## src/design/dps_pkg.sv

```systemverilog
// package: register map, field positions and codes of the debug status block
package dps_pkg;
    localparam logic [3:0] DPS_OFF_RESET_REQ = 4'h8;
    localparam logic [3:0] DPS_OFF_SYS_CTRL = 4'hA;
    localparam logic [3:0] DPS_OFF_SYS_STATUS = 4'hB;
    localparam logic [3:0] DPS_OFF_CRC_STATUS = 4'hC;
    localparam int DPS_CTRL_SYSTEM_CLOCK_REQUEST_BIT = 0;
    localparam int DPS_CTRL_UROW_DONE_BIT = 1;
    localparam int DPS_ST_LOCK_BIT = 0;
    localparam int DPS_ST_UROW_BIT = 2;
    localparam int DPS_ST_NVM_BIT = 3;
    localparam int DPS_ST_SLEEP_BIT = 4;
    localparam int DPS_ST_SYSTEM_RESET_ACTIVE_BIT = 5;
    localparam int DPS_ST_WIPEFAIL_BIT = 6;
    localparam logic [7:0] DPS_RESET_REQ_RST = 8'h00;
    localparam logic [7:0] DPS_SYS_CTRL_RST = 8'h00;
    localparam logic [7:0] DPS_SYS_STATUS_RST = 8'h01;
    localparam logic [7:0] DPS_CRC_STATUS_RST = 8'h00;
    localparam logic [7:0] DPS_RESET_SIGNATURE = 8'h59;
    localparam logic [7:0] DPS_RESET_RUN = 8'h00;
    localparam logic [2:0] DPS_CRC_OFF = 3'h0;
    localparam logic [2:0] DPS_CRC_BUSY = 3'h1;
    localparam logic [2:0] DPS_CRC_GOOD = 3'h2;
    localparam logic [2:0] DPS_CRC_FAIL = 3'h4;
    // index of each system-side level in the synchronised vector
    localparam int DPS_SY_RST = 0;
    localparam int DPS_SY_SLEEP = 1;
    localparam int DPS_SY_NVM = 2;
    localparam int DPS_SY_UROW = 3;
    localparam int DPS_SY_LOCK = 4;
    localparam int DPS_SY_WFAIL = 5;
    localparam int DPS_SY_EN = 6;
    localparam int DPS_SY_UKEY = 7;
    localparam int DPS_SY_CRC = 8;
    localparam int DPS_SYNC_W = 11;
    // lock level idles high so the locked flag does not dip after reset
    localparam logic [DPS_SYNC_W-1:0] DPS_SYNC_RST = 11'h010;
endpackage

```

## src/design/dps_sync_if.sv

```systemverilog
// interface: synchronised system-side levels passed to the status logic
`timescale 1ns/1ps
interface dps_sync_if #(parameter int W = 11);
    logic [W-1:0] synced;
    modport src (output synced);
    modport sink (input synced);
endinterface

```

## src/design/dps_status.sv

```systemverilog
// module: debug access status registers and system clock request
// What this block does
// RULE1 - writing clock request one keeps system clock requested during sleep
// RULE2 - writing clock request zero withdraws the system clock request
// RULE3 - clock request comes up set when the debug port becomes enabled
// RULE4 - wipe failed flag, bit 6, sets when a chip erase fails
// RULE5 - wipe failed flag clears on any reset, including held reset request
// RULE6 - reset active flag, bit 5, shows a system domain reset
// RULE7 - reading the status register clears the reset active flag
// RULE8 - sleeping flag, bit 4, is one in idle or deeper sleep
// RULE9 - nonvolatile write ready, bit 3, shows programming may start
// RULE10 - programmer resets the system via reset request after programming
// RULE11 - user row write ready, bit 2, shows user row programming may start
// RULE12 - programmer writes user row finished once data sits in RAM
// RULE13 - locked flag, bit 0, reads one when locked; status resets 0x01
// RULE14 - locked flag reads zero after erase has cleared lock bits
// RULE15 - checksum state is one-hot: off, running, good, failing
// RULE16 - signature 0x59 resets the system, 0x00 releases it
// RULE17 - user row finished starts flash copy, only after key accepted
`timescale 1ns/1ps
module dps_status
    import dps_pkg::*;
(
    input wire logic i_mclk,
    input wire logic i_rst_n,
    input wire logic [3:0] i_reg_addr,
    input wire logic i_reg_wr,
    input wire logic i_reg_rd,
    input wire logic [7:0] i_reg_wdata,
    output logic [7:0] o_reg_rdata,
    output logic o_reg_rvalid,
    input wire logic i_sys_reset_active,
    input wire logic i_sys_sleeping,
    input wire logic i_nvm_ready,
    input wire logic i_urow_ready,
    input wire logic i_locked,
    input wire logic i_erase_failed,
    input wire logic i_port_enabled,
    input wire logic i_urow_key_ok,
    input wire logic [2:0] i_crc_state,
    output logic o_system_clock_request,
    output logic o_system_reset_request,
    output logic o_user_row_start
);
    dps_sync_if #(.W(DPS_SYNC_W)) sy ();
    logic [DPS_SYNC_W-1:0] raw;
    assign raw = {i_crc_state, i_urow_key_ok, i_port_enabled, i_erase_failed,
                  i_locked, i_urow_ready, i_nvm_ready, i_sys_sleeping, i_sys_reset_active};

    dps_sync #(.W(DPS_SYNC_W), .RST(DPS_SYNC_RST)) u_sync (
        .i_mclk(i_mclk),
        .i_rst_n(i_rst_n),
        .i_raw(raw),
        .o_sync(sy)
    );

    logic s_rst, s_sleep, s_nvm, s_urow, s_lock, s_wfail, s_en, s_ukey;
    logic [2:0] s_crc;
    assign s_rst = sy.synced[DPS_SY_RST];
    assign s_sleep = sy.synced[DPS_SY_SLEEP];
    assign s_nvm = sy.synced[DPS_SY_NVM];
    assign s_urow = sy.synced[DPS_SY_UROW];
    assign s_lock = sy.synced[DPS_SY_LOCK];
    assign s_wfail = sy.synced[DPS_SY_WFAIL];
    assign s_en = sy.synced[DPS_SY_EN];
    assign s_ukey = sy.synced[DPS_SY_UKEY];
    assign s_crc = sy.synced[DPS_SY_CRC +: 3];

    logic wr_ctrl, wr_rreq, rd_status;
    assign wr_ctrl = i_reg_wr && (i_reg_addr == DPS_OFF_SYS_CTRL);
    assign wr_rreq = i_reg_wr && (i_reg_addr == DPS_OFF_RESET_REQ);
    assign rd_status = i_reg_rd && (i_reg_addr == DPS_OFF_SYS_STATUS);

    // edge detectors read only the second synchroniser stage
    logic en_d_reg, wfail_d_reg;
    always_ff @(posedge i_mclk) begin
        if (!i_rst_n) begin
            en_d_reg <= 1'b0;
            wfail_d_reg <= 1'b0;
        end else begin
            en_d_reg <= s_en;
            wfail_d_reg <= s_wfail;
        end
    end
    logic en_rise, wfail_rise;
    assign en_rise = s_en && !en_d_reg;
    assign wfail_rise = s_wfail && !wfail_d_reg;

    // reset request register: stays put across the system reset it causes
    logic [7:0] rreq_reg;
    always_ff @(posedge i_mclk) begin
        if (!i_rst_n) begin
            rreq_reg <= DPS_RESET_REQ_RST;
        end else if (wr_rreq) begin
            rreq_reg <= i_reg_wdata;
        end
    end
    logic rreq_held;
    // RULE16 signature decode
    assign rreq_held = (rreq_reg == DPS_RESET_SIGNATURE);
    assign o_system_reset_request = rreq_held;

    // clock request: disabling the port lowers it
    logic system_clock_request_reg;
    always_ff @(posedge i_mclk) begin
        if (!i_rst_n || !s_en) begin
            system_clock_request_reg <= 1'b0;
        end else if (wr_ctrl) begin
            // RULE1 RULE2 write sets or clears
            system_clock_request_reg <= i_reg_wdata[DPS_CTRL_SYSTEM_CLOCK_REQUEST_BIT];
        end else if (en_rise) begin
            // RULE3 set on enable
            system_clock_request_reg <= 1'b1;
        end
    end
    assign o_system_clock_request = system_clock_request_reg;

    // user row finished: ignored without the key, so no stray flash copy
    logic urow_done_reg, urow_start_reg;
    always_ff @(posedge i_mclk) begin
        if (!i_rst_n) begin
            urow_done_reg <= DPS_SYS_CTRL_RST[DPS_CTRL_UROW_DONE_BIT];
            urow_start_reg <= 1'b0;
        end else begin
            urow_start_reg <= 1'b0;
            // RULE17 keyed start pulse
            if (wr_ctrl && s_ukey) begin
                urow_done_reg <= i_reg_wdata[DPS_CTRL_UROW_DONE_BIT];
                urow_start_reg <= i_reg_wdata[DPS_CTRL_UROW_DONE_BIT];
            end
        end
    end
    assign o_user_row_start = urow_start_reg;

    // wipe failed flag
    logic wfail_reg;
    always_ff @(posedge i_mclk) begin
        // RULE5 any reset clears
        if (!i_rst_n || s_rst || rreq_held) begin
            wfail_reg <= 1'b0;
        end else if (wfail_rise) begin
            // RULE4 erase failure sets
            wfail_reg <= 1'b1;
        end
    end

    // reset active flag: set wins over the read clear so no reset is missed
    logic system_reset_active_reg;
    always_ff @(posedge i_mclk) begin
        if (!i_rst_n) begin
            system_reset_active_reg <= DPS_SYS_STATUS_RST[DPS_ST_SYSTEM_RESET_ACTIVE_BIT];
        end else if (s_rst || rreq_held) begin
            // RULE6 reset seen
            system_reset_active_reg <= 1'b1;
        end else if (rd_status) begin
            // RULE7 clear on read
            system_reset_active_reg <= 1'b0;
        end
    end

    // plain status levels sampled each cycle
    logic sleep_reg, nvm_reg, urow_reg, lock_reg;
    logic [2:0] crc_reg;
    always_ff @(posedge i_mclk) begin
        if (!i_rst_n) begin
            sleep_reg <= DPS_SYS_STATUS_RST[DPS_ST_SLEEP_BIT];
            nvm_reg <= DPS_SYS_STATUS_RST[DPS_ST_NVM_BIT];
            urow_reg <= DPS_SYS_STATUS_RST[DPS_ST_UROW_BIT];
            // RULE13 locked out of reset
            lock_reg <= DPS_SYS_STATUS_RST[DPS_ST_LOCK_BIT];
            crc_reg <= DPS_CRC_STATUS_RST[2:0];
        end else begin
            // RULE8 sleep level
            sleep_reg <= s_sleep;
            // RULE9 nvm ready
            nvm_reg <= s_nvm;
            // RULE11 user row ready
            urow_reg <= s_urow;
            // RULE14 follows lock bits
            lock_reg <= s_lock;
            // RULE15 one-hot checksum state
            crc_reg <= s_crc;
        end
    end

    logic [7:0] status_val;
    always_comb begin
        status_val = 8'h00;
        status_val[DPS_ST_WIPEFAIL_BIT] = wfail_reg;
        status_val[DPS_ST_SYSTEM_RESET_ACTIVE_BIT] = system_reset_active_reg;
        status_val[DPS_ST_SLEEP_BIT] = sleep_reg;
        status_val[DPS_ST_NVM_BIT] = nvm_reg;
        status_val[DPS_ST_UROW_BIT] = urow_reg;
        status_val[DPS_ST_LOCK_BIT] = lock_reg;
    end

    // read data registered one cycle after the strobe
    logic [7:0] rdata_next;
    always_comb begin
        unique case (i_reg_addr)
            DPS_OFF_RESET_REQ: rdata_next = rreq_reg;
            DPS_OFF_SYS_CTRL: rdata_next = {6'h0, urow_done_reg, system_clock_request_reg};
            DPS_OFF_SYS_STATUS: rdata_next = status_val;
            DPS_OFF_CRC_STATUS: rdata_next = {5'h0, crc_reg};
            default: rdata_next = 8'h00;
        endcase
    end
    always_ff @(posedge i_mclk) begin
        if (!i_rst_n) begin
            o_reg_rdata <= 8'h00;
            o_reg_rvalid <= 1'b0;
        end else begin
            o_reg_rvalid <= i_reg_rd;
            if (i_reg_rd) begin
                o_reg_rdata <= rdata_next;
            end
        end
    end
endmodule

```

## src/design/dps_sync.sv

```systemverilog
// module: two-flop synchroniser bank for system-side levels
`timescale 1ns/1ps
module dps_sync #(parameter int W = 11, parameter logic [W-1:0] RST = '0) (
    input wire logic i_mclk,
    input wire logic i_rst_n,
    input wire logic [W-1:0] i_raw,
    dps_sync_if.src o_sync
);
    logic [W-1:0] meta_reg;
    logic [W-1:0] sync_reg;
    genvar g;
    generate
        for (g = 0; g < W; g++) begin : g_bit
            // first stage feeds only the second stage
            always_ff @(posedge i_mclk) begin
                if (!i_rst_n) begin
                    meta_reg[g] <= RST[g];
                    sync_reg[g] <= RST[g];
                end else begin
                    meta_reg[g] <= i_raw[g];
                    sync_reg[g] <= meta_reg[g];
                end
            end
        end
    endgenerate
    assign o_sync.synced = sync_reg;
endmodule

```

## config.mk

```make
export PLATFORM = sky130hd
export DESIGN_NAME = dps_status
export DESIGN_NICKNAME = d
export VERILOG_FILES = /design/src/design/dps_pkg.sv /design/src/design/dps_sync_if.sv /design/src/design/dps_status.sv /design/src/design/dps_sync.sv
export SDC_FILE = /design/constraint.sdc
export NUM_CORES = 1
export LEC_CHECK = 0
export BUFFER_PORTS_ARGS = -buffer_cell sky130_fd_sc_hd__buf_4
export CAP_MARGIN = 20
export CORE_MARGIN = 1.5
export CORE_UTILIZATION = 53
export DETAILED_ROUTE_END_ITERATION = 8
export PLACE_DENSITY_LB_ADDON = 0.1
export SKIP_CTS_REPAIR_TIMING = 1
export SLEW_MARGIN = 40
export SYNTH_ARGS = -nofsm -noshare
export SYNTH_HDL_FRONTEND = slang
export SYNTH_SLANG_ARGS = --single-unit
```

## constraint.sdc

```tcl
create_clock -name i_mclk -period 1.3 [get_ports i_mclk]
set_input_delay 0.065 -clock i_mclk [delete_from_list [all_inputs] [get_ports i_mclk]]
set_output_delay 0.065 -clock i_mclk [all_outputs]
set_load 0.01 [all_outputs]
```

# After elaboration in Yosys (flattened, before gate mapping)
# Index checks and enable logic that the tools add are counted.
# op_classes
muxes	5
n_eq_ne	5
n_reduce_logical	17
# op_table
cell	count
8-bit case mux with 4 select lines	1
4-bit == test, second input constant	4
8-bit by 7-bit == test with 1-bit output, second input constant	1
1-bit logical AND	6
1-bit logical NOT	4
1-bit logical OR	4
1-bit 2-to-1 mux	4
2-bit nonzero test	2
2-bit AND reduction	1
# word_totals
regBits	53
word_cells	64
in_bits	27
out_inout_bits	12

# Depth between registers and ports, before layout
# logic_depth
depth_word	4
depth_mapped	5
mapped_depth_nobuf	3

# Modules after synthesis
# Synthesis repeated with hierarchy kept, for this count alone.
# unflattened
cells_unflattened	190
area_unflattened_um2	1949.4
# modules_own_cells
module	cells_each	area_per_inst_um2	seq_area_each_um2	instances
dps_status	144	1350.0	620.6	1
dps_sync	46	599.3	440.4	1

# Worst setup path after synthesis
# OpenSTA, ideal clock, no wires.
# synth_path
kind	register to register
start	register rreq_reg[5]
end	register system_reset_active_reg
path_stages_with_launch	4
slack_ns	0.108
setup_ns	0.059
synth_period_minus_slack_ns	1.192
n_path_buf	0
required_ns	1.241
arrival_time_ns	1.133
cell_sequence	dfxtp_1 -> or4bb_1 -> nor2_2 -> o31a_1
# synth_between
elab_chain_len	3
word_cells_on_any_way	4
classes_between	1 x eq/ne; 1 x mux; 2 x reduce/logical
# synth_rtl
item	line	rtl
start, declared	dps_status.sv:90	logic [7:0] rreq_reg;
start signal, assigned	dps_status.sv:95	rreq_reg <= i_reg_wdata;
8-bit by 7-bit == test with 1-bit output (*)	dps_status.sv:100	assign rreq_held = (rreq_reg == DPS_RESET_SIGNATURE);
net o_system_reset_request	dps_status.sv:42	output logic o_system_reset_request,
1-bit logical OR (*)	dps_status.sv:152	end else if (s_rst || rreq_held) begin
1-bit 2-to-1 mux / 2-bit nonzero test (equally long branches)	n/a	
end signal, assigned	dps_status.sv:151	system_reset_active_reg <= DPS_SYS_STATUS_RST[DPS_ST_SYSTEM_RESET_ACTIVE_BIT];
end, declared	dps_status.sv:148	logic system_reset_active_reg;
# The timed path passes the listed nets; every way through them passes the cells marked *.
# A chain may end at the register's enable or synchronous reset.

# Worst setup path after layout
# layout_path
start	register rreq_reg[1]
end	output port o_system_reset_request
# layout_between
elab_chain_len	1
# layout_rtl
item	line
8-bit by 7-bit == test with 1-bit output	dps_status.sv:100
end, declared	dps_status.sv:42
# No other way between the ends.

==> run_summary.xml <==
<?xml version="1.0" encoding="UTF-8"?>
<metrics>
  <group name="worst_setup_path">
    <metric name="worstPathArrival" unit="ns">1.53</metric>
    <metric name="crit_path_end_kind" unit="">output pin</metric>
    <metric name="timing.rr.end" unit="">system_reset_active_reg</metric>
    <metric name="cp.required" unit="ns">1.24</metric>
    <metric name="path_class" unit="">flop to output pin</metric>
    <metric name="worst_setup_path_start_kind" unit="">flop</metric>
    <metric name="timing.rr.start" unit="">rreq_reg[1]</metric>
    <metric name="path_max_fanout" unit="">3</metric>
    <metric name="reg2reg_setup_slack" unit="ns">-0.04</metric>
    <metric name="rr_worst_depth" unit="">4</metric>
  </group>
  <group name="place">
    <metric name="place_congestion" unit="">0.918</metric>
    <metric name="dp_hpwl" unit="mm">2.53</metric>
    <metric name="port-buffer-count" unit="">38</metric>
    <metric name="place_ws" unit="ns">0.0623</metric>
  </group>
  <group name="timing">
    <metric name="final-hold-violation-count" unit="">0</metric>
    <metric name="finClkSkew" unit="ns">0.00478</metric>
    <metric name="final_worst_path_cycle_share" unit="%">123</metric>
    <metric name="worst-slew-pin-transition" unit="ns">0.513</metric>
    <metric name="maxClockFrequency" unit="GHz">0.628</metric>
    <metric name="max_slew_violation_count" unit="">0</metric>
    <metric name="rsz0062_at_grt" unit="">true</metric>
    <metric name="slew_headroom" unit="%">65.8</metric>
    <metric name="period_needed" unit="ns">1.59</metric>
    <metric name="worst_hold_slack" unit="ns">0.141</metric>
    <metric name="setup_viol" unit="">3</metric>
    <metric name="postLayoutSetupSlackWorst" unit="ns">-0.293</metric>
  </group>
  <group name="synth">
    <metric name="count_of_yosys_warnings_during_synthesis" unit="">0</metric>
    <metric name="ys_ff_latch" unit="">53</metric>
    <metric name="portion_of_synthesized_cell_area_occupied_by_the_leading_cell_type" unit="%">55.6</metric>
    <metric name="post-synth-top-count-cell" unit="">sky130_fd_sc_hd__dfxtp_1</metric>
    <metric name="postSynth.topFlopCell" unit="">sky130_fd_sc_hd__dfxtp_1</metric>
    <metric name="synth_top_area_cells" unit="">sky130_fd_sc_hd__dfxtp_1 (56%), sky130_fd_sc_hd__and2_1 (9.2%), sky130_fd_sc_hd__a21oi_1 (3.9%), sky130_fd_sc_hd__nand3_1 (2.6%), sky130_fd_sc_hd__o21ai_0 (2.6%)</metric>
    <metric name="postSynthNetCount" unit="">215</metric>
    <metric name="mean_syn_cell_area" unit="sq um">10.1</metric>
    <metric name="share_of_async_settable_or_async_resettable_flops_after_synthesis" unit="%">0</metric>
    <metric name="synth_top_cells_by_count" unit="">sky130_fd_sc_hd__dfxtp_1 (53), sky130_fd_sc_hd__and2_1 (28), sky130_fd_sc_hd__a21oi_1 (15)</metric>
    <metric name="synth_cell_type_count" unit="">36</metric>
    <metric name="synth_top_area_cell" unit="">sky130_fd_sc_hd__dfxtp_1</metric>
    <metric name="postSynthCellCount" unit="">188</metric>
    <metric name="number_of_enable_flip_flop_cells_after_synthesis" unit="">0</metric>
    <metric name="synth.yosys.seq_area_share" unit="%">55.6</metric>
    <metric name="syn-cell-area" unit="sq um">1910</metric>
  </group>
  <group name="pwr">
    <metric name="finalPower" unit="mW">2.88</metric>
    <metric name="power.density_cell_area" unit="nW/um^2">1140</metric>
    <metric name="peak_supply_drop" unit="mV">0.883</metric>
    <metric name="total_leakage_power" unit="nW">1.04</metric>
  </group>
  <group name="layout">
    <metric name="num-fill-cells" unit="">236</metric>
    <metric name="final_layout_size_suffix_gt1_share" unit="%">25.6</metric>
    <metric name="layout.core_utilization" unit="%">74.8</metric>
    <metric name="antenna_cells" unit="">0</metric>
    <metric name="final_stage_net_count" unit="">272</metric>
    <metric name="area.growth.synth_to_final" unit="%">32.9</metric>
  </group>
  <group name="drt">
    <metric name="vias" unit="">1518</metric>
    <metric name="detail_route.vias_per_cell" unit="">5.20</metric>
    <metric name="met1Wirelength" unit="mm">1.69</metric>
    <metric name="route.top_layer_used" unit="">met4</metric>
    <metric name="drt-total-wl" unit="mm">3.80</metric>
    <metric name="route.met3.wl" unit="um">239</metric>
    <metric name="antenna_violating_nets_post_route" unit="">0</metric>
    <metric name="dr.first_iter.drc_count" unit="">115</metric>
    <metric name="drt_first_pass_iters" unit="">4</metric>
    <metric name="final_routed_wire_length_divided_by_cell_count" unit="um">13.0</metric>
    <metric name="detail_route.drc_violations" unit="">0</metric>
    <metric name="met2WireLength" unit="mm">1.79</metric>
  </group>
  <group name="cts">
    <metric name="tritoncts" unit="">done</metric>
    <metric name="worst_setup_hold_path_clk_slew" unit="ns">0.14</metric>
    <metric name="clock_sink_count" unit="">53</metric>
    <metric name="clock_tree.htree_level_count" unit="">2</metric>
    <metric name="cts.root.buffer_cell" unit="">sky130_fd_sc_hd__clkbuf_4</metric>
    <metric name="worstSkewPairLatency" unit="ns">0.37</metric>
    <metric name="clock_path_buffers" unit="">2</metric>
    <metric name="numCtsBuffers" unit="">5</metric>
  </group>
  <group name="worst_hold_path">
    <metric name="timing.hold.worst.start" unit="">i_reg_addr[3]</metric>
    <metric name="min_delay_path_depth" unit="">3</metric>
    <metric name="min-delay-path-class" unit="">primary input to flop</metric>
    <metric name="timing.hold.worst_endpoint" unit="">o_reg_rdata[2]</metric>
  </group>
  <group name="run">
    <metric name="max-cap-violations" unit="">0</metric>
  </group>
  <group name="status">
    <metric name="outcome" unit="">finished, violations left</metric>
    <metric name="violations" unit="">negative setup slack</metric>
  </group>
  <group name="floorplan">
    <metric name="die_area" unit="sq um">3970</metric>
    <metric name="floorplan.rows" unit="">21</metric>
    <metric name="floorplan.core_area" unit="sq um">3390</metric>
    <metric name="initial_core_util" unit="%">56.3</metric>
    <metric name="die_height" unit="um">63.0</metric>
    <metric name="ios" unit="">39</metric>
    <metric name="die_width" unit="um">63.0</metric>
  </group>
  <group name="global_route">
    <metric name="first_global_vias" unit="">1429</metric>
    <metric name="grt_usage" unit="%">20.1</metric>
    <metric name="grt.overflow.total" unit="">0</metric>
    <metric name="grt_start_max_net_pins" unit="">21</metric>
    <metric name="antenna_found_initial" unit="">0</metric>
    <metric name="grt_pass1_wl" unit="mm">6.18</metric>
  </group>
</metrics>
[critical path, stage by stage, from the launching register on]
cell,delay [ns]
sky130_fd_sc_hd__dfxtp_2,0.35
sky130_fd_sc_hd__or4bb_4,0.55
sky130_fd_sc_hd__nor2_4,0.15
sky130_fd_sc_hd__buf_6,0.11
[worst max-delay path by stage]
stage	start	to	slack (ns)	cells past startpoint
2_1_floorplan	rreq_reg[5]	system_reset_active_reg	0.11	3
3_3_place_gp	rreq_reg[5]	o_system_reset_request	0.09	3
3_5_place_dp	rreq_reg[5]	wfail_reg	0.06	3
4_1_cts	rreq_reg[5]	o_system_reset_request	-0.37	3
5_1_grt	rreq_reg[1]	o_system_reset_request	-0.36	3
6_report	rreq_reg[1]	o_system_reset_request	-0.29	3
[stage by stage]
step           std cells  cell area [sq um]  setup TNS, ns
2_1_floorplan        188               1910              0
3_3_place_gp         261               2200              0
3_5_place_dp         261               2200              0
4_1_cts              269               2290         -0.368
5_1_grt              292               2530         -0.515
6_report             292               2530         -0.370
[logic make-up (layout without fill, tap and decap cells)]
group                  count (synthesis)  count (layout)  share of synthesized area [%]
DFF                                   53              53                           55.6
and+or+nand+nor                       74              74                           24.9
AOI/OAI and AO/OA                     40              40                           13.3
muxes                                  3               3                           1.77
buffers and inverters                 18              76                           4.40
[cell type report]
class | count | area [sq um] | share of cell area, %
Inverter | 5 | 18.8 | 0.740
Sequential cell | 53 | 1070 | 42.1
Tap cell | 46 | 57.6 | 2.27
Timing Repair Buffer | 63 | 529 | 20.9
Clock buffer | 6 | 51.3 | 2.02
Clock inverter | 2 | 37.5 | 1.48
Multi-Input combinational cell | 117 | 774 | 30.6
[report_power, final]
part           internal [mW]  switching [mW]
combinational          0.142           0.110
sequential              1.67          0.0144
clock                  0.457           0.482
[placed cells by master, fill, tap and decap left out, types with 3 or more instances in the layout]
master	n
sky130_fd_sc_hd__mux2_2	3
sky130_fd_sc_hd__nand2_1	5
sky130_fd_sc_hd__clkbuf_4	5
sky130_fd_sc_hd__buf_4	41
sky130_fd_sc_hd__dfxtp_1	49
sky130_fd_sc_hd__inv_1	5
sky130_fd_sc_hd__nor3b_1	4
sky130_fd_sc_hd__a21oi_1	15
sky130_fd_sc_hd__o21ai_0	10
sky130_fd_sc_hd__o2111ai_1	4
sky130_fd_sc_hd__and2_1	28
sky130_fd_sc_hd__and3_1	4
sky130_fd_sc_hd__dfxtp_2	4
sky130_fd_sc_hd__nand2b_1	5
sky130_fd_sc_hd__a32oi_1	3
sky130_fd_sc_hd__dlygate4sd3_1	21
sky130_fd_sc_hd__nand3_1	10
sky130_fd_sc_hd__nor2_1	3
[per-layer routing]
metal / track usage (%) / vias up
met3: 7.57 / 8
met5: 0 / -
li1: - / 769
met4: 8.89 / 0
met2: 33.4 / 51
met1: 22.8 / 690
No activity file was read; power rests on OpenSTA's default activity.
